### src/shared/pad_mux_map.svh
// register offsets, field positions, reset values and pin masks
`ifndef PAD_MUX_MAP_SVH
`define PAD_MUX_MAP_SVH

// byte offsets, one 32-bit word each
`define ADDR_CTRL 8'h00
`define ADDR_STATUS 8'h04
`define ADDR_FSEL0 8'h08
`define ADDR_OE0 8'h14
`define ADDR_IE0 8'h20
`define ADDR_PADS0 8'h2C
`define ADDR_STRIDE 8'h04

// control fields
`define CTRL_POLICY_BIT 0
`define CTRL_RUN_BIT 1

// reset values
`define CTRL_RST 2'h0
`define FSEL_RST 32'h00000000
`define OE_RST 16'h0000
`define IE_RST 16'h0000

// pins whose selected function uses a pull-down when idle
`define PD_A_F0 16'h0018
`define PD_A_F1 16'h4060
`define PD_A_F3 16'hF00C
`define PD_B_F0 16'h8000
`define PD_B_F2 16'h0370

// pins whose selected function is the removable card interface
`define MSI_A_F1 16'h0100

`endif

### src/shared/pad_mux_pkg.sv
// types shared by the pad multiplexer and its users
package pad_mux_pkg;

    // one bit per pin for ports a, b and c
    typedef logic [2:0][15:0] pin3_t;

    // per port, per function (0..3), per pin
    typedef logic [2:0][3:0][15:0] fnv_t;

    // pad phase, one-hot
    typedef enum logic [2:0] {
        ST_RST = 3'b001,
        ST_BOOT = 3'b010,
        ST_RUN = 3'b100
    } phase_t;

    // avalon-mm request from the master
    typedef struct packed {
        logic read;
        logic write;
        logic [7:0] address;
        logic [31:0] writedata;
        logic [3:0] byteenable;
    } av_req_t;

    // static memory controller outputs on port a
    typedef struct packed {
        logic [1:0] byte_en;
        logic [1:0] bank_sel;
        logic [8:1] addr;
        logic read_strobe;
        logic write_strobe;
        logic out_enable;
        logic drive;
    } smc_ctl_t;

endpackage

### src/core/pad_mux.sv
// port pad multiplexer with pull control and register slave
//
// The Avalon-MM register port and the placing of the registers are this design's own decisions.
`timescale 1ns/100ps
`include "pad_mux_map.svh"

module pad_mux #(
    parameter int PC_PINS = 15
) (
    input wire logic clk,
    input wire logic rst_b,
    input wire pad_mux_pkg::av_req_t av_req,
    output logic [31:0] av_readdata,
    output logic av_waitrequest,
    input wire pad_mux_pkg::pin3_t pad_in,
    output pad_mux_pkg::pin3_t pad_out,
    output pad_mux_pkg::pin3_t pad_oe,
    output pad_mux_pkg::pin3_t pull_up,
    output pad_mux_pkg::pin3_t pull_down,
    input wire pad_mux_pkg::fnv_t fn_out,
    input wire pad_mux_pkg::fnv_t fn_oe,
    output pad_mux_pkg::fnv_t fn_in,
    output pad_mux_pkg::pin3_t tap_in,
    input wire pad_mux_pkg::smc_ctl_t smc_ctl,
    input wire logic [15:0] smc_dout,
    input wire logic smc_doe,
    output logic [15:0] smc_din,
    output logic smc_ready,
    input wire logic [7:0] ppi_dout,
    input wire logic [7:0] ppi_doe,
    output logic [7:0] ppi_din,
    output pad_mux_pkg::phase_t phase
);
    import pad_mux_pkg::*;

    // ------------------------------------------------------------
    // elaboration check
    // ------------------------------------------------------------
    if (PC_PINS < 1 || PC_PINS > 16) begin : g_bad_pc
        $error("PC_PINS must be 1 to 16");
    end

    // ------------------------------------------------------------
    // functions
    // ------------------------------------------------------------

    // bit reversal of a byte
    function automatic logic [7:0] rev8(input logic [7:0] v);
        logic [7:0] r;
        r = 8'h00;
        for (int k = 0; k < 8; k++) begin
            r[k] = v[7 - k];
        end
        return r;
    endfunction

    // pins that exist on a port
    function automatic logic [15:0] pmask(input int p);
        logic [15:0] m;
        m = 16'hFFFF;
        if (p == 2) begin
            m = 16'(({16'h0000, 16'hFFFF} << PC_PINS) >> 16);
        end
        return m;
    endfunction

    // pull-down pins per port and function
    function automatic logic [15:0] pd_mask(input int p,
                                            input logic [1:0] f);
        logic [15:0] m;
        m = 16'h0000;
        case ({p[1:0], f})
            4'h0: m = `PD_A_F0;
            4'h1: m = `PD_A_F1;
            4'h3: m = `PD_A_F3;
            4'h4: m = `PD_B_F0;
            4'h6: m = `PD_B_F2;
            default: m = 16'h0000;
        endcase
        return m;
    endfunction

    // card interface pins per port and function
    function automatic logic [15:0] msi_mask(input int p,
                                             input logic [1:0] f);
        logic [15:0] m;
        m = 16'h0000;
        if (p == 0 && f == 2'h1) begin
            m = `MSI_A_F1;
        end
        return m;
    endfunction

    // byte-lane merge of a write
    function automatic logic [31:0] merge32(input logic [31:0] o,
                                            input logic [31:0] n,
                                            input logic [3:0] be);
        logic [31:0] r;
        r = o;
        for (int k = 0; k < 4; k++) begin
            if (be[k]) begin
                r[8*k +: 8] = n[8*k +: 8];
            end
        end
        return r;
    endfunction

    // ------------------------------------------------------------
    // state
    // ------------------------------------------------------------
    logic [1:0] ctrl_reg; // policy and run bits
    logic [2:0][31:0] fsel_reg; // two select bits per pin
    pin3_t oe_reg; // software output enables
    pin3_t ie_reg; // software input enables
    logic ack_reg; // bus answer cycle
    phase_t phase_reg; // pad phase
    phase_t phase_next;
    logic [31:0] rd_next; // read data to register
    fnv_t eo; // function outputs after remap
    fnv_t eoe; // function enables after remap
    pin3_t out_next, oe_next, pu_next, pd_next;
    fnv_t in_next;
    logic wr_go; // write commits this edge
    logic [5:0] widx; // word index of request

    assign widx = av_req.address[7:2];
    assign wr_go = av_req.write & ack_reg;
    assign phase = phase_reg;

    // ------------------------------------------------------------
    // avalon slave: one wait cycle, then answer
    // ------------------------------------------------------------

    // wait while the answer is not yet ready
    assign av_waitrequest = (av_req.read | av_req.write) & ~ack_reg;

    // answer flag, high one cycle per request
    always_ff @(posedge clk) begin
        if (!rst_b) begin
            ack_reg <= 1'b0;
        end else begin
            ack_reg <= (av_req.read | av_req.write) & ~ack_reg;
        end
    end

    // read mux, unmapped reads return zero
    always_comb begin
        rd_next = 32'h00000000;
        if (widx == `ADDR_CTRL >> 2) begin
            rd_next = {30'h0, ctrl_reg};
        end else if (widx == `ADDR_STATUS >> 2) begin
            rd_next = {29'h0, phase_reg};
        end
        for (int p = 0; p < 3; p++) begin
            if (widx == 6'((`ADDR_FSEL0 + p * `ADDR_STRIDE) >> 2)) begin
                rd_next = fsel_reg[p];
            end
            if (widx == 6'((`ADDR_OE0 + p * `ADDR_STRIDE) >> 2)) begin
                rd_next = {16'h0, oe_reg[p]};
            end
            if (widx == 6'((`ADDR_IE0 + p * `ADDR_STRIDE) >> 2)) begin
                rd_next = {16'h0, ie_reg[p]};
            end
            if (widx == 6'((`ADDR_PADS0 + p * `ADDR_STRIDE) >> 2)) begin
                rd_next = {16'h0, pad_in[p] & pmask(p)};
            end
        end
    end

    // read data stands in the answer cycle
    always_ff @(posedge clk) begin
        if (!rst_b) begin
            av_readdata <= 32'h00000000;
        end else if (av_req.read & ~ack_reg) begin
            av_readdata <= rd_next;
        end
    end

    // control register; run bit stays set until reset
    always_ff @(posedge clk) begin
        if (!rst_b) begin
            ctrl_reg <= `CTRL_RST;
        end else if (wr_go && widx == `ADDR_CTRL >> 2
                     && av_req.byteenable[0]) begin
            ctrl_reg[`CTRL_POLICY_BIT] <=
                av_req.writedata[`CTRL_POLICY_BIT];
            ctrl_reg[`CTRL_RUN_BIT] <= ctrl_reg[`CTRL_RUN_BIT]
                | av_req.writedata[`CTRL_RUN_BIT];
        end
    end

    // per-port select and enable registers
    always_ff @(posedge clk) begin
        if (!rst_b) begin
            for (int p = 0; p < 3; p++) begin
                fsel_reg[p] <= `FSEL_RST;
                oe_reg[p] <= `OE_RST;
                ie_reg[p] <= `IE_RST;
            end
        end else if (wr_go) begin
            for (int p = 0; p < 3; p++) begin
                if (widx == 6'((`ADDR_FSEL0 + p * `ADDR_STRIDE) >> 2))
                begin
                    fsel_reg[p] <= merge32(fsel_reg[p],
                        av_req.writedata, av_req.byteenable);
                end
                if (widx == 6'((`ADDR_OE0 + p * `ADDR_STRIDE) >> 2))
                begin
                    oe_reg[p] <= 16'(merge32({16'h0, oe_reg[p]},
                        av_req.writedata, av_req.byteenable));
                end
                if (widx == 6'((`ADDR_IE0 + p * `ADDR_STRIDE) >> 2))
                begin
                    ie_reg[p] <= 16'(merge32({16'h0, ie_reg[p]},
                        av_req.writedata, av_req.byteenable));
                end
            end
        end
    end

    // ------------------------------------------------------------
    // pad phase
    // ------------------------------------------------------------

    // reset, then boot pull-ups, then software control
    always_comb begin
        phase_next = phase_reg;
        case (phase_reg)
            ST_RST: phase_next = ST_BOOT;
            ST_BOOT: begin
                if (ctrl_reg[`CTRL_RUN_BIT]) begin
                    phase_next = ST_RUN;
                end
            end
            ST_RUN: phase_next = ST_RUN;
            default: phase_next = ST_RST;
        endcase
    end

    // phase register
    always_ff @(posedge clk) begin
        if (!rst_b) begin
            phase_reg <= ST_RST;
        end else begin
            phase_reg <= phase_next;
        end
    end

    // ------------------------------------------------------------
    // function remap for the named buses
    // ------------------------------------------------------------
    always_comb begin
        eo = fn_out;
        eoe = fn_oe;
        // port a function 3: memory control, pin 3 is ready input
        eo[0][3] = {smc_ctl.bank_sel[0], smc_ctl.write_strobe,
                    smc_ctl.read_strobe, smc_ctl.out_enable,
                    smc_ctl.addr[4], smc_ctl.addr[3],
                    smc_ctl.addr[2], smc_ctl.addr[1],
                    smc_ctl.addr[5], smc_ctl.addr[6],
                    smc_ctl.addr[7], smc_ctl.addr[8], 1'b0,
                    smc_ctl.bank_sel[1], smc_ctl.byte_en};
        eoe[0][3] = {16{smc_ctl.drive}} & 16'hFFF7;
        // port b function 3: memory data, low byte reversed
        eo[1][3] = {smc_dout[15:8], rev8(smc_dout[7:0])};
        eoe[1][3] = {16{smc_doe}};
        // port b function 0 low byte: parallel data reversed
        eo[1][0][7:0] = rev8(ppi_dout);
        eoe[1][0][7:0] = rev8(ppi_doe);
    end

    // ------------------------------------------------------------
    // pad drive and pull selection
    // ------------------------------------------------------------
    always_comb begin
        logic [1:0] f;
        logic [15:0] pd, removable_card_interface, mp;
        f = 2'h0;
        pd = 16'h0000;
        removable_card_interface = 16'h0000;
        mp = 16'h0000;
        out_next = '0;
        oe_next = '0;
        pu_next = '0;
        pd_next = '0;
        in_next = '0;
        for (int p = 0; p < 3; p++) begin
            mp = pmask(p);
            for (int i = 0; i < 16; i++) begin
                f = fsel_reg[p][2*i +: 2];
                pd = pd_mask(p, f);
                removable_card_interface = msi_mask(p, f);
                out_next[p][i] = eo[p][f][i];
                oe_next[p][i] = oe_reg[p][i] & eoe[p][f][i] & mp[i];
                in_next[p][f][i] = pad_in[p][i] & ie_reg[p][i] & mp[i];
                if (pd[i]) begin
                    pd_next[p][i] = ~oe_next[p][i];
                end else if (removable_card_interface[i]) begin
                    pu_next[p][i] = 1'b0;
                end else if (ctrl_reg[`CTRL_POLICY_BIT]) begin
                    pu_next[p][i] = ~oe_next[p][i] & mp[i];
                end else begin
                    pu_next[p][i] = ~oe_next[p][i]
                        & ~ie_reg[p][i] & mp[i];
                end
            end
            // before code runs: no drive, pull-ups on
            if (phase_next != ST_RUN) begin
                oe_next[p] = 16'h0000;
                pu_next[p] = pmask(p);
                pd_next[p] = 16'h0000;
                in_next[p] = '0;
            end
        end
    end

    // registered pad controls, all off while in reset
    always_ff @(posedge clk) begin
        if (!rst_b) begin
            pad_out <= '0;
            pad_oe <= '0;
            pull_up <= '0;
            pull_down <= '0;
        end else begin
            pad_out <= out_next;
            pad_oe <= oe_next;
            pull_up <= pu_next;
            pull_down <= pd_next;
        end
    end

    // registered function inputs and taps
    always_ff @(posedge clk) begin
        if (!rst_b) begin
            fn_in <= '0;
            tap_in <= '0;
        end else begin
            fn_in <= in_next;
            for (int p = 0; p < 3; p++) begin
                tap_in[p] <= pad_in[p] & pmask(p);
            end
        end
    end

    // registered named bus inputs
    always_ff @(posedge clk) begin
        if (!rst_b) begin
            smc_din <= 16'h0000;
            smc_ready <= 1'b0;
            ppi_din <= 8'h00;
        end else begin
            smc_din <= {in_next[1][3][15:8],
                        rev8(in_next[1][3][7:0])};
            smc_ready <= in_next[0][3][3];
            ppi_din <= rev8(in_next[1][0][7:0]);
        end
    end

endmodule

### config.mk
export PLATFORM = sky130hd
export DESIGN_NAME = pad_mux
export DESIGN_NICKNAME = d
export VERILOG_FILES = /design/src/shared/pad_mux_pkg.sv /design/src/core/pad_mux.sv
export VERILOG_INCLUDE_DIRS = /design/src /design/src/shared
export SDC_FILE = /design/constraint.sdc
export NUM_CORES = 1
export LEC_CHECK = 0
export BUFFER_PORTS_ARGS = -buffer_cell sky130_fd_sc_hd__buf_2
export CAP_MARGIN = 30
export CORE_AREA = 3 3 401 403
export DETAILED_ROUTE_END_ITERATION = 10
export DIE_AREA = 0 0 404 406
export SETUP_SLACK_MARGIN = 0.4
export SLEW_MARGIN = 30
export SYNTH_ARGS = -nofsm -noshare
export SYNTH_HDL_FRONTEND = slang
export SYNTH_SLANG_ARGS = --single-unit
### constraint.sdc
create_clock -name clk -period 2.8 [get_ports clk]
set_input_delay 0.14 -clock clk [delete_from_list [all_inputs] [get_ports clk]]
set_output_delay 0.14 -clock clk [all_outputs]
set_load 0.02 [all_outputs]
==> results of run 1 <==
[per-layer routing]
| metal | GRT usage (%) | vias to the layer above |
|---|---|---|
| li1 | - | 11200 |
| met5 | 0.297 | - |
| met2 | 30.3 | 1426 |
| met1 | 24.0 | 12600 |
| met3 | 6.85 | 235 |
| met4 | 6.61 | 38 |
[layout by cell type (no fill, tap or decap), types with 16 or more instances in the layout]
cell type | netlist | layout
a21o_1 | 21 | 21
a21oi_1 | 194 | 193
a221oi_1 | 18 | 18
a22oi_1 | 36 | 36
and2_1 | 103 | 103
and3_1 | 40 | 40
buf_2 | 24 | 893
buf_4 | 69 | 103
clkbuf_16 | 0 | 81
conb_1 | 1 | 40
dfxtp_1 | 622 | 619
diode_2 | 0 | 30
dlygate4sd3_1 | 0 | 249
inv_1 | 73 | 72
mux2i_1 | 70 | 70
mux4_2 | 95 | 95
nand2_1 | 307 | 306
nand3_1 | 54 | 51
nand4_1 | 27 | 27
nor2_1 | 199 | 196
nor2_2 | 14 | 16
nor3_1 | 83 | 82
nor4_1 | 27 | 27
o21ai_0 | 155 | 155
o221ai_1 | 17 | 17
[final cells by class]
cell class	instances	area [um2]	share of cell area (%)
sequential	622	12500	33.8
multi-input combinational	1654	10700	29.1
timing repair buffer	1256	7950	21.5
tap	2072	2590	7.02
clock buffer	106	2250	6.10
clock inverter	37	562	1.52
inverter	74	288	0.780
antenna	30	75.1	0.203
[path summary, 6_finish.rpt]
check	start	endpoint	depth (start not counted)
min reg2reg	av_readdata[18]$_SDFFE_PN0P_	av_readdata[18]$_SDFFE_PN0P_	2
min	fn_oe[109]	pad_oe[29]$_SDFF_PP0_	4
max	fsel_reg[16]$_SDFFE_PN0P_	pad_out[8]$_SDFF_PN0_	4
max reg2reg	fsel_reg[16]$_SDFFE_PN0P_	pad_out[8]$_SDFF_PN0_	4
[through the flow]
| step | power [mW] | setup WS, ns |
|---|---|---|
| 2_1_floorplan | 9.90 | 0.976 |
| 3_3_place_gp | 10.7 | 0.327 |
| 3_5_place_dp | 10.8 | 0.302 |
| 4_1_cts | 22.3 | 0.412 |
| 5_1_grt | 22.7 | 0.408 |
| 6_report | 22.0 | 0.461 |
[kinds of logic after synthesis]
kind of cell | synth area share [%]
AND/OR/NAND/NOR | 18.5
flip-flops | 50.6
AO/OA/AOI/OAI | 12.5
buffers and inverters | 6.63
multiplexers | 11.5
adder cells (fa/ha/maj) | 0.203
other | 0.0152
XOR/XNOR | 0.0356
[power by group]
group / leakage [nW] / total, mW / switching [mW] / internal (mW)
Combinational: 8.78 / 1.81 / 1.05 / 0.759
Clock: 1.38 / 11.2 / 4.45 / 6.71
Sequential: 5.06 / 9.04 / 0.0590 / 8.98
Total: 15.2 / 22.0 / 5.56 / 16.4
[worst max-delay path: stages, from the launching register on]
cell,delay (ns)
dfxtp_1,0.68
buf_4,0.31
mux4_2,0.51
dlygate4sd3_1,0.56
and2_1,0.15
[what timing repair did]
action,4_1_cts,5_1_grt
endpoints found under the hold margin,495,0
hold buffers,249,0
gates resized for setup,0,2
setup endpoints to repair,0,2
==> results.sh, run 1 <==
export IMPL_status="completed"
export IMPL_overflow=0
export IMPL_syn2layout_area_growth_pct=49.9
export IMPL_io_pins=1022
export IMPL_clock_fmax_ghz=0.427
export IMPL_setup_tns_ns=0
export IMPL_wl_met2_um=74600
export IMPL_whs_ns=0.0588
export IMPL_drtAntennaViolNets=0
export IMPL_drive_above_1_share_pct=34.1
export IMPL_cts_htree_levels=3
export IMPL_min_period_ns=2.34
export IMPL_grt_max_degree=77
export IMPL_drt_wirelength_per_cell_um=28.2
export IMPL_clock_sinks=622
export IMPL_design_area_um2=36900
export IMPL_avgSynthCellArea_um2=9.51
export IMPL_first_pass_iters=6
export IMPL_netlist_area_leader_share_pct=50.6
export IMPL_drv_cap=0
export IMPL_fin_worst_skew_ns=0.0384
export IMPL_cts_tree="yes"
export IMPL_ys_top_cells_by_area="dfxtp_1 51%, mux4_2 8.7%, nand2_1 4.7%"
export IMPL_timing_final_crit_share_pct=83.5
export IMPL_cts_path_max_buffers=3
export IMPL_die_area_um2=164000
export IMPL_synth_seq_area_share_pct=50.6
export IMPL_antenna_found_initial=60
export IMPL_cts_setup_buffers=0
export IMPL_largest_reg_flops=181
export IMPL_hold_viol=0
export IMPL_cp_arrival_ns=2.90
export IMPL_dp_cells=5429
export IMPL_clk_latency_ns=0.68
export IMPL_core_area_um2=158000
export IMPL_cp_start_kind="flop"
export IMPL_synth_ff_type="dfxtp_1"
export IMPL_clkSlewWorstSetupHoldPaths_ns=0.06
export IMPL_vias_per_cell=4.35
export IMPL_crit_type="flop to flop"
export IMPL_top_layer="met5"
export IMPL_end_kind="flop"
export IMPL_die_y_um=406
export IMPL_routed_wirelength_um=165000
export IMPL_power_leakage_nw=15.2
export IMPL_grt_pass1_wl_um=213000
export IMPL_dieWidth_um=404
export IMPL_async_flop_share_pct=0
export IMPL_cts_buffers=79
export IMPL_p_per_area_nw_per_um2=596
export IMPL_drc=0
export IMPL_path_max_fanout=6
export IMPL_yosys_area_top_type="dfxtp_1"
export IMPL_wl_met3_um=17500
export IMPL_dp_hpwl_um=132000
export IMPL_fp_row_count=146
export IMPL_root_buffer="clkbuf_16"
export IMPL_r2r_slack_ns=0.46
export IMPL_worst_slew_pin_slew_ns=0.843
export IMPL_gp_congestion=0.933
export IMPL_rsz0062_at_grt="no"
export IMPL_drt_met1_wl_um=67600
export IMPL_synth_seq_cells=622
export IMPL_yosysMostFrequentCell="dfxtp_1"
export IMPL_final_core_utilization_pct=23.4
export IMPL_fin_cells=5851
export IMPL_start_util_pct=15.6
export IMPL_port_buffers=894
export IMPL_routed_via_count=25500
export IMPL_synth_common_cells="622 x dfxtp_1, 307 x nand2_1, 199 x nor2_1"
export IMPL_finalSetupViolations=0
export IMPL_synthesis_area_um2=24600
export IMPL_vdd_drop_max_mv=0.403
export IMPL_syn_inst=2588
export IMPL_grt_usage_pct=19.1
export IMPL_worstPathRequired_ns=3.36
export IMPL_holdCritPathClass="input pin to flop"
export IMPL_grt_pass1_vias=24500
export IMPL_synth_edf_count=0
export IMPL_ys_warn_count=0
export IMPL_nets=4220
export IMPL_first_iter_violations=2451
export IMPL_placed_area_um2=31500
export IMPL_slew_headroom_pct=42.4
export IMPL_synth_cell_types=66
export IMPL_fillCellCount=17100
export IMPL_slew_violations=0
No activity file was read; power rests on OpenSTA's default activity.
==> run 2, diff against run 1 <==
clock period = 2.2 ns   (was 2.8 ns; I/O delays follow)
==> run 2 against run 1 <==
Die area is the same. Power grew 24%. Count of clock-buffer cells in the layout grew 4.
==> results.sh, run 2 (synthesis gave the netlist of run 1 again) <==
export IMPL_drtAntennaViolNets=0
export IMPL_holdCritPathClass="input pin to flop"
export IMPL_p_sw_mw=6.96
export IMPL_io_pins=1022
export IMPL_final_core_utilization_pct=25.0
export IMPL_total_power_mw=27.3
export IMPL_vias_per_cell=4.38
export IMPL_vdd_drop_max_mv=0.516
export IMPL_drc=0
export IMPL_drv_cap=0
export IMPL_swShare_pct=25.5
export IMPL_drt_met1_wl_um=70300
export IMPL_grt_max_degree=60
export IMPL_cts_tree="yes"
export IMPL_routed_via_count=26700
export IMPL_drt_wirelength_per_cell_um=27.7
export IMPL_fp_row_count=146
export IMPL_crit_chain="nand2b_1 -> a21oi_4 -> buf_6 -> buf_12 -> nand3_1 -> and3_1"
export IMPL_start_util_pct=15.6
export IMPL_intPower_mw=20.3
export IMPL_top_layer="met5"
export IMPL_status="completed"
export IMPL_cts_buffers=76
export IMPL_first_iter_violations=2528
export IMPL_finalSetupViolations=0
export IMPL_core_area_um2=158000
export IMPL_port_buffers=894
export IMPL_crit_type="flop to flop"
export IMPL_cp_start_kind="flop"
export IMPL_setup_tns_ns=0
export IMPL_worstPathRequired_ns=2.75
export IMPL_end_kind="flop"
export IMPL_cts_path_max_buffers=3
export IMPL_largest_reg_flops=181
export IMPL_whs_ns=0.0385
export IMPL_placed_area_um2=32400
export IMPL_dieWidth_um=404
export IMPL_final_common_cell="buf_2"
export IMPL_grt_usage_pct=19.6
export IMPL_clock_sinks=622
export IMPL_hold_viol=0
export IMPL_fin_worst_skew_ns=0.0300
export IMPL_die_area_um2=164000
export IMPL_critPathMaxStageDelay_ns=0.36
export IMPL_antenna_found_initial=72
export IMPL_p_per_area_nw_per_um2=691
export IMPL_min_period_ns=1.81
export IMPL_wl_met2_um=73900
export IMPL_gp_congestion=0.952
export IMPL_nets=4455
export IMPL_grt_pass1_vias=25800
export IMPL_slew_headroom_pct=37.5
export IMPL_rsz0062_at_grt="yes"
export IMPL_path_buf_inv=2
export IMPL_min_from="av_req[2]"
export IMPL_mostFrequentLayoutCells="893 x buf_2, 613 x dfxtp_1, 391 x dlygate4sd3_1, 306 x nand2_1, 192 x a21oi_1"
export IMPL_first_pass_iters=6
export IMPL_r2r_start="phase[1]$_SDFF_PN0_"
export IMPL_root_buffer="clkbuf_16"
export IMPL_path_max_fanout=20
export IMPL_clock_fmax_ghz=0.553
export IMPL_clk_latency_ns=0.68
export IMPL_timing_final_crit_share_pct=82.3
export IMPL_die_y_um=406
export IMPL_grt_pass1_wl_um=220000
export IMPL_syn2layout_area_growth_pct=60.5
export IMPL_slew_violations=0
export IMPL_overflow=0
export IMPL_power_leakage_nw=16.4
export IMPL_worst_slew_pin_slew_ns=0.937
export IMPL_cp_arrival_ns=2.36
export IMPL_cpMaxStageDelayCell="dfxtp_4"
export IMPL_wl_met3_um=16400
export IMPL_pwr_share_clk_pct=48.1
export IMPL_crit_path_start="phase[1]$_SDFF_PN0_"
export IMPL_dp_hpwl_um=132000
export IMPL_cts_htree_levels=3
export IMPL_routed_wirelength_um=168000
export IMPL_clkSlewWorstSetupHoldPaths_ns=0.06
export IMPL_seqPwrFrac_pct=42.1
export IMPL_cp_top_family="buffers and inverters"
export IMPL_drive_above_1_share_pct=36.2
export IMPL_comb_power_share_pct=9.8
export IMPL_design_area_um2=39500
[run 2: worst min-delay path: stages]
cell and delay [ns]:
buf_2 0.11, nand3_2 0.21, nor2_4 0.11, nand2_1 0.07
a21oi_1 0.05
[run 2: timing repair]
action,4_1_cts,5_1_grt
setup endpoints to repair,183,124
cloned,1,1
resized for setup,39,65
endpoints found under the hold margin,531,0
setup buffers,1,5
pin swaps,3,7
hold buffers,391,0
[run 2: power by group through the flow]
stage	combinational, mW	sequential (mW)	clock (mW)
2_1_floorplan	0.667	11.9	0
3_3_place_gp	1.98	11.7	0
6_report	2.66	11.5	13.1
5_1_grt	2.78	11.5	13.9
4_1_cts	2.60	11.5	13.5
3_5_place_dp	2.00	11.7	0
[run 2: path summary, 6_finish.rpt]
path              cells past startpoint                      endpoint  slack (ns)
setup / recovery                      6         pull_up[0]$_SDFF_PN0_        0.39
setup reg to reg                      6         pull_up[0]$_SDFF_PN0_        0.39
hold reg to reg                       2  av_readdata[18]$_SDFFE_PN0P_        0.46
hold / removal                        5     fsel_reg[51]$_SDFFE_PN0P_        0.04
[run 2: metal layers]
metal / global-route usage (%) / up-vias
met2: 30.3 / 1561
met4: 8.18 / 54
li1: - / 11700
met5: 0.297 / -
met1: 24.8 / 13000
met3: 6.57 / 377
[run 2: cell type report]
type | instances | area (um2)
clock inverter | 28 | 340
fill | 16800 | 118000
tap | 2072 | 2590
inverter | 74 | 293
clock buffer | 110 | 2240
antenna | 30 | 75.1
multi-input combinational | 1654 | 11100
sequential | 622 | 12500
timing repair buffer | 1494 | 10400
[run 2: per-stage QoR]
step / cells / setup slack (ns)
global route: 6063 / 0.323
CTS: 6048 / 0.361
finish: 6084 / 0.390
global placement: 5517 / -0.0188
detailed placement: 5517 / -0.0724
floorplan: 2627 / 0.406
